$ cat src/common/kcpc_pkg.sv
// Purpose: Shared constants and types for the keyed clock and power control unit.
// Assumes: 32-bit byte addresses and 32-bit data; registers are 8 bits wide in the low lane.
// Notes: Protected registers are written only through their three-write key sequence; wake-up returns the power mode field to normal.
package kcpc_pkg;
  localparam int ADDR_W = 32;
  localparam int DATA_W = 32;
  localparam int REG_W = 8;
  localparam int IRQ_N = 4;

  localparam logic [ADDR_W-1:0] OFF_POWER_KEY_FIRST = 32'hFFFF0404;
  localparam logic [ADDR_W-1:0] OFF_POWER_CONTROL = 32'hFFFF0408;
  localparam logic [ADDR_W-1:0] OFF_POWER_KEY_SECOND = 32'hFFFF040C;
  localparam logic [ADDR_W-1:0] OFF_CLOCK_KEY_FIRST = 32'hFFFF0410;
  localparam logic [ADDR_W-1:0] OFF_CLOCK_SOURCE_CONTROL = 32'hFFFF0414;
  localparam logic [ADDR_W-1:0] OFF_CLOCK_KEY_SECOND = 32'hFFFF0418;

  localparam logic [REG_W-1:0] KEY_CLOCK_FIRST = 8'hAA;
  localparam logic [REG_W-1:0] KEY_CLOCK_SECOND = 8'h55;
  localparam logic [REG_W-1:0] KEY_POWER_FIRST = 8'h01;
  localparam logic [REG_W-1:0] KEY_POWER_SECOND = 8'hF4;

  localparam logic [REG_W-1:0] RST_CLOCK_SOURCE_CONTROL = 8'h21;
  localparam logic [REG_W-1:0] RST_POWER_CONTROL = 8'h03;
  localparam logic [REG_W-1:0] MASK_CLOCK_SOURCE_CONTROL = 8'h23;
  localparam logic [REG_W-1:0] MASK_POWER_CONTROL = 8'h77;

  localparam int REF_SEL_BIT = 5;
  localparam int MD_LSB = 0;
  localparam int MD_W = 2;
  localparam int PC_LSB = 4;
  localparam int PC_W = 3;
  localparam int CD_LSB = 0;
  localparam int CD_W = 3;

  localparam logic [MD_W-1:0] MD_PLL = 2'h1;
  localparam logic [MD_W-1:0] MD_EXT = 2'h3;

  localparam logic [PC_W-1:0] PC_NORMAL = 3'h0;
  localparam logic [PC_W-1:0] PC_PAUSE = 3'h1;
  localparam logic [PC_W-1:0] PC_NAP = 3'h2;
  localparam logic [PC_W-1:0] PC_SLEEP = 3'h3;
  localparam logic [PC_W-1:0] PC_STOP = 3'h4;

  typedef enum logic [1:0] {KEY_IDLE, KEY_ARMED, KEY_STAGED} kcpc_key_e;
endpackage : kcpc_pkg

$ cat src/core/kcpc_core.sv
// Purpose: Key-protected clock source and power mode control with wake-up handling.
// Assumes: Register port and timer wake are same-clock logic; interrupt lines and PLL lock come from other domains.
// Notes: Reference and clocking mode take effect on the timer wake from nap.
//
// Behaviour
// - Clock source update needs key AA, the register write, then key 55.
// - Power control update needs key 01, the register write, then key F4.
// - Reference bit five set picks internal oscillator; set at reset.
// - Reference bit cleared makes the PLL input come from the external crystal.
// - Clocking mode 01 is PLL by default, 11 external clock pin, others reserved.
// - Operating mode field codes normal, pause, nap, sleep, stop; others reserved.
// - In sleep, any external interrupt line or the second timer wakes the device.
// - Divider field sets core clock from full PLL rate, halving per step.
// - Core clock is PLL clock over two to the divider; reset divider three.
// - A programmed reference change is applied on the timer wake from nap.
// - PLL lock loss halts the core clock in PLL clocking mode, not with the external clock; interrupt raised once lock returns.
//
// Added by the designer: the strobed register port.
`timescale 1ns/1ps
module kcpc_core (
  input wire logic i_clk,
  input wire logic i_rst_n,
  input wire logic [kcpc_pkg::ADDR_W-1:0] i_addr,
  input wire logic [kcpc_pkg::DATA_W-1:0] i_wdata,
  input wire logic i_wr,
  input wire logic i_rd,
  input wire logic [kcpc_pkg::IRQ_N-1:0] i_ext_irq,
  input wire logic i_timer_wake,
  input wire logic i_pll_lock,
  output logic [kcpc_pkg::DATA_W-1:0] o_rdata,
  output logic o_ref_internal,
  output logic [kcpc_pkg::MD_W-1:0] o_clk_mode,
  output logic o_ref_pending,
  output logic [kcpc_pkg::PC_W-1:0] o_op_mode,
  output logic [kcpc_pkg::CD_W-1:0] o_cpu_div,
  output logic o_core_run,
  output logic o_periph_run,
  output logic o_pll_run,
  output logic o_pll_irq
);
  import kcpc_pkg::*;

  typedef struct packed {
    kcpc_key_e cst;
    kcpc_key_e pst;
    logic [REG_W-1:0] clk_stage;
    logic [REG_W-1:0] pow_stage;
    logic [REG_W-1:0] clk_reg;
    logic [REG_W-1:0] pow_reg;
    logic ref_act;
    logic [MD_W-1:0] md_act;
    logic ref_pending;
    logic [IRQ_N-1:0] irq_s1;
    logic [IRQ_N-1:0] irq_s2;
    logic lock_s1;
    logic lock_s2;
    logic was_locked;
    logic lock_lost;
    logic pll_irq;
    logic core_run;
    logic periph_run;
    logic pll_run;
    logic [DATA_W-1:0] rdata;
  } kcpc_state_s;

  localparam kcpc_state_s RST_STATE = '{
    cst: KEY_IDLE,
    pst: KEY_IDLE,
    clk_stage: '0,
    pow_stage: '0,
    clk_reg: RST_CLOCK_SOURCE_CONTROL,
    pow_reg: RST_POWER_CONTROL,
    ref_act: RST_CLOCK_SOURCE_CONTROL[REF_SEL_BIT],
    md_act: RST_CLOCK_SOURCE_CONTROL[MD_LSB +: MD_W],
    ref_pending: 1'b0,
    irq_s1: '0,
    irq_s2: '0,
    lock_s1: 1'b0,
    lock_s2: 1'b0,
    was_locked: 1'b0,
    lock_lost: 1'b0,
    pll_irq: 1'b0,
    core_run: 1'b0,
    periph_run: 1'b1,
    pll_run: 1'b1,
    rdata: '0
  };

  kcpc_state_s r_reg;
  kcpc_state_s r_next;

  logic [REG_W-1:0] wbyte;
  logic [PC_W-1:0] mode_now;
  logic [PC_W-1:0] mode_nx;
  logic wake_irq;
  logic wake;
  logic clk_ok;
  logic pow_ok;

  assign wbyte = i_wdata[REG_W-1:0];
  assign mode_now = r_reg.pow_reg[PC_LSB +: PC_W];
  assign wake_irq = |r_reg.irq_s2;
  assign clk_ok = (r_reg.clk_stage[MD_LSB +: MD_W] == MD_PLL) ||
                  (r_reg.clk_stage[MD_LSB +: MD_W] == MD_EXT);
  assign pow_ok = r_reg.pow_stage[PC_LSB +: PC_W] <= PC_STOP;

  always_comb begin
    r_next = r_reg;
    wake = 1'b0;
    mode_nx = PC_NORMAL;
    r_next.irq_s1 = i_ext_irq;
    r_next.irq_s2 = r_reg.irq_s1;
    r_next.lock_s1 = i_pll_lock;
    r_next.lock_s2 = r_reg.lock_s1;
    r_next.pll_irq = 1'b0;
    // Wake-up from low-power modes returns the operating mode field to normal.
    case (mode_now)
      PC_PAUSE: wake = wake_irq || i_timer_wake;
      PC_NAP: wake = wake_irq || i_timer_wake;
      PC_SLEEP: wake = wake_irq || i_timer_wake;
      PC_STOP: wake = wake_irq;
      default: wake = 1'b0;
    endcase
    if (wake) begin
      r_next.pow_reg[PC_LSB +: PC_W] = PC_NORMAL;
    end
    if (mode_now == PC_NAP && i_timer_wake && r_reg.ref_pending) begin
      r_next.ref_act = r_reg.clk_reg[REF_SEL_BIT];
      r_next.md_act = r_reg.clk_reg[MD_LSB +: MD_W];
      r_next.ref_pending = 1'b0;
    end
    // Clock source key sequence; any other write breaks it.
    if (i_wr) begin
      r_next.cst = KEY_IDLE;
      case (r_reg.cst)
        KEY_ARMED: begin
          if (i_addr == OFF_CLOCK_SOURCE_CONTROL) begin
            r_next.clk_stage = wbyte & MASK_CLOCK_SOURCE_CONTROL;
            r_next.cst = KEY_STAGED;
          end
        end
        KEY_STAGED: begin
          if (i_addr == OFF_CLOCK_KEY_SECOND && wbyte == KEY_CLOCK_SECOND && clk_ok) begin
            r_next.clk_reg = r_reg.clk_stage;
            r_next.ref_pending = (r_reg.clk_stage[REF_SEL_BIT] != r_next.ref_act) ||
                                 (r_reg.clk_stage[MD_LSB +: MD_W] != r_next.md_act);
          end
        end
        default: r_next.cst = KEY_IDLE;
      endcase
      if (i_addr == OFF_CLOCK_KEY_FIRST && wbyte == KEY_CLOCK_FIRST) begin
        r_next.cst = KEY_ARMED;
      end
    end
    // Power control key sequence; the mode takes effect on commit.
    if (i_wr) begin
      r_next.pst = KEY_IDLE;
      case (r_reg.pst)
        KEY_ARMED: begin
          if (i_addr == OFF_POWER_CONTROL) begin
            r_next.pow_stage = wbyte & MASK_POWER_CONTROL;
            r_next.pst = KEY_STAGED;
          end
        end
        KEY_STAGED: begin
          if (i_addr == OFF_POWER_KEY_SECOND && wbyte == KEY_POWER_SECOND && pow_ok) begin
            r_next.pow_reg = r_reg.pow_stage;
          end
        end
        default: r_next.pst = KEY_IDLE;
      endcase
      if (i_addr == OFF_POWER_KEY_FIRST && wbyte == KEY_POWER_FIRST) begin
        r_next.pst = KEY_ARMED;
      end
    end
    // Lock loss halts the core in PLL clocking mode; loss while the PLL runs raises the interrupt on relock.
    if (r_reg.lock_s2) begin
      r_next.was_locked = 1'b1;
    end
    if (r_reg.was_locked && r_reg.pll_run && !r_reg.lock_s2) begin
      r_next.lock_lost = 1'b1;
    end
    if (r_reg.lock_lost && r_reg.lock_s2) begin
      r_next.lock_lost = 1'b0;
      r_next.pll_irq = 1'b1;
    end
    mode_nx = r_next.pow_reg[PC_LSB +: PC_W];
    r_next.core_run = (mode_nx == PC_NORMAL) &&
                      (r_next.md_act == MD_EXT || r_reg.lock_s2);
    r_next.periph_run = (mode_nx == PC_NORMAL) || (mode_nx == PC_PAUSE);
    r_next.pll_run = mode_nx <= PC_NAP;
    // Reads answer in the next cycle; key registers and unmapped addresses read zero.
    r_next.rdata = '0;
    if (i_rd) begin
      case (i_addr)
        OFF_CLOCK_SOURCE_CONTROL: r_next.rdata = {{(DATA_W-REG_W){1'b0}}, r_reg.clk_reg};
        OFF_POWER_CONTROL: r_next.rdata = {{(DATA_W-REG_W){1'b0}}, r_reg.pow_reg};
        default: r_next.rdata = '0;
      endcase
    end
  end

  always_ff @(posedge i_clk or negedge i_rst_n) begin
    if (!i_rst_n) begin
      r_reg <= RST_STATE;
    end else begin
      r_reg <= r_next;
    end
  end

  assign o_rdata = r_reg.rdata;
  assign o_ref_internal = r_reg.ref_act;
  assign o_clk_mode = r_reg.md_act;
  assign o_ref_pending = r_reg.ref_pending;
  assign o_op_mode = r_reg.pow_reg[PC_LSB +: PC_W];
  assign o_cpu_div = r_reg.pow_reg[CD_LSB +: CD_W];
  assign o_core_run = r_reg.core_run;
  assign o_periph_run = r_reg.periph_run;
  assign o_pll_run = r_reg.pll_run;
  assign o_pll_irq = r_reg.pll_irq;
endmodule : kcpc_core

$ cat config.mk
export PLATFORM = sky130hd
export DESIGN_NAME = kcpc_core
export DESIGN_NICKNAME = d
export VERILOG_FILES = /design/src/common/kcpc_pkg.sv /design/src/core/kcpc_core.sv
export SDC_FILE = /design/constraint.sdc
export NUM_CORES = 1
export LEC_CHECK = 0
export BUFFER_PORTS_ARGS = -buffer_cell sky130_fd_sc_hd__buf_2
export CAP_MARGIN = 5
export CELL_PAD_IN_SITES_DETAIL_PLACEMENT = 0
export CELL_PAD_IN_SITES_GLOBAL_PLACEMENT = 1
export CORE_MARGIN = 3
export CORE_UTILIZATION = 34
export DETAILED_ROUTE_END_ITERATION = 8
export PLACE_DENSITY_LB_ADDON = 0.1
export RECOVER_POWER = 100
export SYNTH_ARGS = -nofsm -noshare
export SYNTH_HDL_FRONTEND = slang
export SYNTH_SLANG_ARGS = --single-unit
$ cat constraint.sdc
create_clock -name i_clk -period 2.3 [get_ports i_clk]
set_clock_uncertainty 0.05 [all_clocks]
set_input_delay 0 -clock i_clk [delete_from_list [all_inputs] [get_ports i_clk]]
set_output_delay 0 -clock i_clk [all_outputs]
set_load 0.05 [all_outputs]
==> Yosys cells after proc, flatten, opt, wreduce, memory -nomap -nowiden <==
Index checks and enable logic that the tools add are counted.
{ "word_totals": {"ff_bits": 74, "latch_bits": 0, "ram_bits": 0, "rom_bits": 0, "output_inout_bits": 46, "n_memories": 0} }
{ "op_classes": {"add_sub_neg": 0, "mul": 0, "n_div": 0, "magnitude_cmp": 2, "n_eq_ne": 24, "n_shift": 0, "mux": 19, "bitwise": 0, "n_reduce_logical": 26} }
{ "ops": {"columns": ["op", "count"], "rows": [
  ["32-bit == test, second input constant", 6],
  ["7-bit two-way mux", 4],
  ["8-bit == test, second input constant", 2],
  ["2-bit two-way mux", 7],
  ["7-bit case mux with 2 select lines", 1],
  ["1-bit logical AND", 12],
  ["3-bit AND reduction", 4],
  ["2-bit == test, second input constant", 4],
  ["8-bit by 1-bit == test with 1-bit output, second input constant", 1],
  ["8-bit by 7-bit == test with 1-bit output, second input constant", 1],
  ["2-bit by 1-bit == test with 1-bit output, second input constant", 3],
  ["3-bit by 1-bit == test with 1-bit output, second input constant", 2],
  ["3-bit by 2-bit == test with 1-bit output, second input constant", 2],
  ["1-bit logical OR", 5],
  ["1-bit two-way mux", 4],
  ["4-bit two-way mux", 1],
  ["4-bit OR reduction", 1],
  ["3-bit == test, second input constant", 1],
  ["3-bit by 2-bit <= comparator with 1-bit output, second input constant", 1],
  ["3-bit <= comparator, second input constant", 1],
  ["3-bit logical NOT", 1],
  ["3-bit two-way mux", 1],
  ["3-bit OR reduction", 1],
  ["2-bit inequality test", 1],
  ["4 further kinds", 4]
]} }

==> Longest topological paths before layout <==
{ "depth": {"word_depth": 9, "ltp_mapped": 6, "mapped_depth_nobuf": 5} }

==> Worst setup path after synthesis <==
Ideal clock, no wire load.
{ "synth_timing": {"path_kind": "input port to flip-flop", "from": "in i_addr[12] (netlist bit)", "to": "reg r_reg[61] (netlist bit)", "t_arrival_ps": 1691, "slack_ps": 434, "cell_stages": 5, "path_buffers": 0, "cell_sequence": "or4b_1 > nor4_2 > and2_2 > and4b_4 > mux2_2"} }
{ "synth_via": {"elab_chain_len": 4} }
{ "synth_lines": {"columns": ["item", "line_no", "text"], "rows": [
  ["start, declared", "kcpc_core.sv:23", "input wire logic [kcpc_pkg::ADDR_W-1:0] i_addr,"],
  ["32-bit == test", "kcpc_core.sv:143", "if (i_addr == OFF_CLOCK_KEY_SECOND && wbyte == KEY_CLOCK_SECOND && clk_ok) begin"],
  ["1-bit logical AND (2 in a row)", "kcpc_core.sv:143", null],
  ["3-bit AND reduction (no line)", null, null],
  ["end signal, assigned", "kcpc_core.sv:207", "r_reg <= r_next;"],
  ["end, declared", "kcpc_core.sv:89", "kcpc_state_s r_reg;"]
]} }
No other way between the ends.
A chain may end at the register's enable or synchronous reset.

==> Final worst setup path <==
{ "layout_timing": {"from": "in i_wdata[1] (netlist bit)", "to": "reg r_reg, in the netlist o_op_mode[1]"} }
{ "layout_via": {"elab_chain_len": 6} }
{ "layout_lines": {"columns": ["item", "line_no", "text"], "rows": [
  ["start, declared", "kcpc_core.sv:24", "input wire logic [kcpc_pkg::DATA_W-1:0] i_wdata,"],
  ["8-bit == test", "kcpc_core.sv:166", "if (i_addr == OFF_POWER_KEY_SECOND && wbyte == KEY_POWER_SECOND && pow_ok) begin"],
  ["1-bit logical AND (2 in a row)", "kcpc_core.sv:166", null],
  ["7-bit two-way mux", "kcpc_core.sv:166", null],
  ["7-bit two-way mux", "kcpc_core.sv:158", "case (r_reg.pst)"],
  ["7-bit two-way mux", "kcpc_core.sv:156", "if (i_wr) begin"],
  ["named net mode_nx[1]", "kcpc_core.sv:94", "logic [PC_W-1:0] mode_nx;"]
]} }
The timed path passes the listed nets, and every way through them passes these cells.

==> impl_summary.md <==
Run status
The flow ran to the end, and the final reports show no timing, DRC or antenna violations.

STA
The final-report hold violation count is 0. The share of the clock period used by the worst path after layout is between 90% and 100%. Counting I/O delays and the setup requirement, the final critical path takes 2.15 ns.

For this run, the top clock speed supported by timing is 0.465 GHz. Setup violations remaining at the end of the flow were counted as 0. The normalized max-slew margin is about a fifth. The number of max-slew violations in the final report is 0.

The sum of negative setup slack is 0 ns. The slew at the pin closest to its max-slew limit is 1.19 ns. Setup repair after global routing left no endpoint under its margin.

Routing
In the routed design, unresolved DRC markers number 0. Detailed routing placed a total of around 2300 µm of wire on met2. The final routed wirelength across all metal layers is between 5000 and 6000 µm.

Once detail routing completed, the nets flagged for antenna violations numbered 0. The first detailed-routing pass ran for 6 iterations. The total met3 wirelength after detailed routing is about 350 µm. The detailed router put a total of approximately 2200 µm of wire on met1. The first routing iteration left 51 violations. The average wire per standard cell is roughly 13 µm.

For this block, the via count after detailed routing is between 1500 and 2000. After detailed routing, no signal wire sits above met4. Using the TritonRoute via totals, the vias-per-cell ratio works out to about 4.5.

Critical path
The source of the worst register-to-register timing path is o_op_mode[0]$_DFF_PN0_. The worst setup slack for register-to-register paths is about 0.36 ns. The data required time of the worst path is between 2 and 2.5 ns. For the worst flop-to-flop path, the logic depth is 6. Walking the worst path, the cells encountered are dlygate4sd3_1 > clkbuf_2 > or4b_2 > nor3_1 > nand4_2 > mux2_2. Counting both buffers and inverters, the worst setup path holds a total of 2.

The startpoint type of the worst setup path is an input pin. The setup path with the least slack is of type input pin to register. The endpoint type of the worst setup path is a register. Tracing the worst setup path back leads to its startpoint at i_wdata[1]. Data on the critical path arrives at its endpoint at 2.29 ns. The largest individual stage delay along the critical path comes from the cell sky130_fd_sc_hd__or4b_2.

The maximum fanout along the worst path is 9. On the worst path, the slowest cell contributes a delay of 0.65 ns. The cell family with the largest share of critical-path delay is simple AND/OR/NAND/NOR gates.

The capturing point of the worst reg2reg path is o_ref_pending$_DFF_PN0_.

Yosys
Each instance of the synthesized netlist takes up on average approximately 12 µm². The mapped netlist covers 0.00242 mm². The number of register bits inferred by synthesis is between 40 and 50. The sequential fraction of the synthesis area is 50.1%. The count of distinct cell types in the synthesized netlist is 50. Among all flip-flop cells after synthesis, the most frequent one is sky130_fd_sc_hd__dfrtp_1. The synthesized design contains 0 enable-type register cells. In the synthesized netlist, the number of instances is 207. Counting flops with an async set or reset pin after synthesis yields a share of between 90% and 100%. For this run, the number of Yosys warnings is 0.

Floorplan
The die is ~90 µm tall. Measured along the x axis, the die boundary spans 90.3 µm. The I/O pin total is 120. Once the floorplan was initialized, standard cells occupied roughly 35% of the core. The area inside the core boundary is 0.00683 mm². The die covers 0.00815 mm².

The initialized floorplan defines 30 standard-cell rows.

Layout
0 antenna diodes ended up in the layout. The sequential cell area is 0.00121 mm². After filler insertion, the fill cell instance count of the layout stands at just under 700.

The register with the most flip-flops in the layout has 23 of them. For this run, the number of standard cells in the final layout without fillers is roughly 380. Of the cells placed in the final design, the portion with a size suffix greater than 1 is between 30 and 40%. For this run, the post-layout net count is 361.

In the final layout, the multi-input gates occupy 940 µm². The area growth from synthesis to layout is 19.8%.

Placement
In this run, placement finished with an instance count of around 360. After legalization and detailed placement, the total HPWL measured approximately 3700 µm. Routability-driven placement finished with a final weighted congestion of roughly 0.70. During placement, the flow inserted port buffers numbering around 70.

CTS
Counting every sink on the clock net gives 48. The number of H-tree branching levels is 2. The clock transition time at the flip-flop clock pins of the worst setup and hold paths is roughly 0.090 ns.

The number of buffers created by CTS is 5. The later pin in the worst-skew pair is clocked with a latency of 0.30 ns. CTS placed an instance of sky130_fd_sc_hd__clkbuf_8 at the clock tree root. After clock tree synthesis, the setup repair step added 0 buffers. TritonCTS built the clock tree. The clock passes through at most 2 buffers.

GRT
The all-layer global routing usage is around an eighth. The maximum number of pins on one net before global-route repair is 49. The first global-routing pass estimated between 8000 and 9000 µm of wire. Global routing finished with a remaining overflow of 0.

The number of antenna violations at the first check in global routing is 0. The number of global-route vias before repair came to 1700.

Worst hold path
The worst min-delay path endpoint is r_reg[84]$_DFFE_PN0P_. The worst hold path was traced through 3 stages. The tightest min-delay check is of the input pin to register type. The source of the worst hold timing path is i_wdata[7].

Job
The number of violations of the max-capacitance limit is 0.

Power and ir drop
The relative contribution of combinational cells to total power is between 10% and 20%. Power spread over the standard cell area amounts to about 550 mW/mm². Summed over all nets, the switching power comes to 0.000429 W. The proportion of power drawn by flip-flops and latches is a little over half. The analysis attributes to cell leakage a power of approximately 1.4 nW. Across the VDD grid, the largest voltage drop is between 0.15 and 0.2 mV. The clock network accounts for 33.2% of the total power. The internal portion of the total power is around 0.0012 W. The net switching fraction of the power is between 20% and 30%.
-- repair_timing --
| action | CTS | global route |
|---|---|---|
| gates resized for setup | 0 | 0 |
| hold buffers | 17 | 0 |
| hold endpoints to repair | 65 | 0 |
-- cells in the final DEF, fill, tap and decap left out, types with 2 or more instances in the layout --
cell	count
sky130_fd_sc_hd__nand4b_1	2
sky130_fd_sc_hd__mux2i_1	3
sky130_fd_sc_hd__o21ai_0	4
sky130_fd_sc_hd__nand3b_1	2
sky130_fd_sc_hd__mux2_2	20
sky130_fd_sc_hd__dfrtp_1	40
sky130_fd_sc_hd__nand2_1	4
sky130_fd_sc_hd__and2_1	2
sky130_fd_sc_hd__and3_1	4
sky130_fd_sc_hd__xnor2_1	2
sky130_fd_sc_hd__nor2_1	9
sky130_fd_sc_hd__nor3_1	5
sky130_fd_sc_hd__and2_0	4
sky130_fd_sc_hd__nand3_1	2
sky130_fd_sc_hd__nand2b_1	3
sky130_fd_sc_hd__conb_1	26
sky130_fd_sc_hd__clkbuf_1	22
sky130_fd_sc_hd__nor4_1	2
sky130_fd_sc_hd__nand4_1	7
sky130_fd_sc_hd__a22o_1	4
sky130_fd_sc_hd__buf_2	47
sky130_fd_sc_hd__and4b_1	3
sky130_fd_sc_hd__clkbuf_2	3
sky130_fd_sc_hd__clkbuf_8	6
sky130_fd_sc_hd__and4_1	2
sky130_fd_sc_hd__a21oi_1	3
sky130_fd_sc_hd__or2_2	3
sky130_fd_sc_hd__dfstp_2	8
sky130_fd_sc_hd__or4b_1	2
sky130_fd_sc_hd__inv_1	6
sky130_fd_sc_hd__dlygate4sd3_1	17
-- worst min-delay path, cell delays in order --
cell,delay (ns)
sky130_fd_sc_hd__buf_2,0.09
sky130_fd_sc_hd__nor3b_1,0.06
sky130_fd_sc_hd__a41o_1,0.22
-- cell usage after synthesis, types with 3 or more instances --
library cell | instances | area share, %
sky130_fd_sc_hd__buf_4 | 40 | 12
sky130_fd_sc_hd__dfrtp_1 | 40 | 41
sky130_fd_sc_hd__mux2_2 | 20 | 9.3
sky130_fd_sc_hd__nor2_1 | 9 | 1.4
sky130_fd_sc_hd__dfstp_2 | 8 | 8.7
sky130_fd_sc_hd__inv_1 | 6 | 0.93
sky130_fd_sc_hd__and2_1 | 5 | 1.3
sky130_fd_sc_hd__nand4_1 | 5 | 1.3
sky130_fd_sc_hd__nor3_1 | 5 | 1.0
sky130_fd_sc_hd__a22o_1 | 4 | 1.4
sky130_fd_sc_hd__and3_1 | 4 | 1.0
sky130_fd_sc_hd__nand2_1 | 4 | 0.62
sky130_fd_sc_hd__o21ai_0 | 4 | 0.83
sky130_fd_sc_hd__a21oi_1 | 3 | 0.62
sky130_fd_sc_hd__mux2i_1 | 3 | 1.2
sky130_fd_sc_hd__nand2b_1 | 3 | 0.78
sky130_fd_sc_hd__or2_2 | 3 | 0.78
-- power groups by stage --
stage               clock network, W  logic, W  registers [W]
floorplan                          0  0.000140       0.000881
global placement                   0  0.000185       0.000875
detailed placement                 0  0.000187       0.000875
CTS                         0.000549  0.000206       0.000859
global route                0.000594  0.000216       0.000861
finish                      0.000526  0.000199       0.000859
-- metrics by stage --
| stage | cell area (µm²) | utilization, % | setup WS (ns) | power [W] | hold WS, ns |
|---|---|---|---|---|---|
| after floorplan | 2510 | - | 0.434 | 0.00102 | -0.346 |
| after global placement | 2710 | 39.6 | 0.250 | 0.00106 | -0.0456 |
| after detailed placement | 2710 | 39.6 | 0.256 | 0.00106 | -0.0452 |
| after CTS | 2970 | 43.5 | 0.132 | 0.00161 | 0.0481 |
| after global routing | 2890 | 42.4 | 0.0360 | 0.00167 | 0.0601 |
| final | 2890 | 42.4 | 0.150 | 0.00158 | 0.0561 |
-- cells by family (layout without fill, tap and decap cells) --
logic type	Yosys count	after routing	share of synthesized area, %
xor+xnor	2	2	0.725
compound gates	20	20	5.85
flops	48	48	50.1
other cells	1	26	0.155
mux	23	23	10.6
buf+inv	47	103	13.5
simple gates	66	66	19.1
-- layer usage --
layer  GRT usage, %  up-vias
li1               -      838
met2           20.3       81
met1           16.2      815
met5              0        -
met4           4.59        0
met3           3.17        5
-- worst max-delay path by stage --
stage | cells after the start | to | slack, ns
floorplan | 5 | r_reg[61]$_DFFE_PN0P_ | 0.43
global placement | 6 | r_reg[61]$_DFFE_PN0P_ | 0.25
detailed placement | 6 | r_reg[61]$_DFFE_PN0P_ | 0.26
CTS | 6 | o_op_mode[2]$_DFF_PN0_ | 0.13
global route | 8 | r_reg[86]$_DFFE_PN0P_ | 0.04
finish | 6 | o_op_mode[1]$_DFF_PN0_ | 0.15
-- final cells by class --
cell class | count | area share (%)
flip-flops and latches | 48 | 41.9
multi-input cells | 137 | 32.5
repair buffers | 89 | 17.5
well taps | 96 | 4.15
clock buffers | 7 | 2.98
inverters | 6 | 0.778
clock inverters | 1 | 0.259
(Power assumes the default switching activity.)
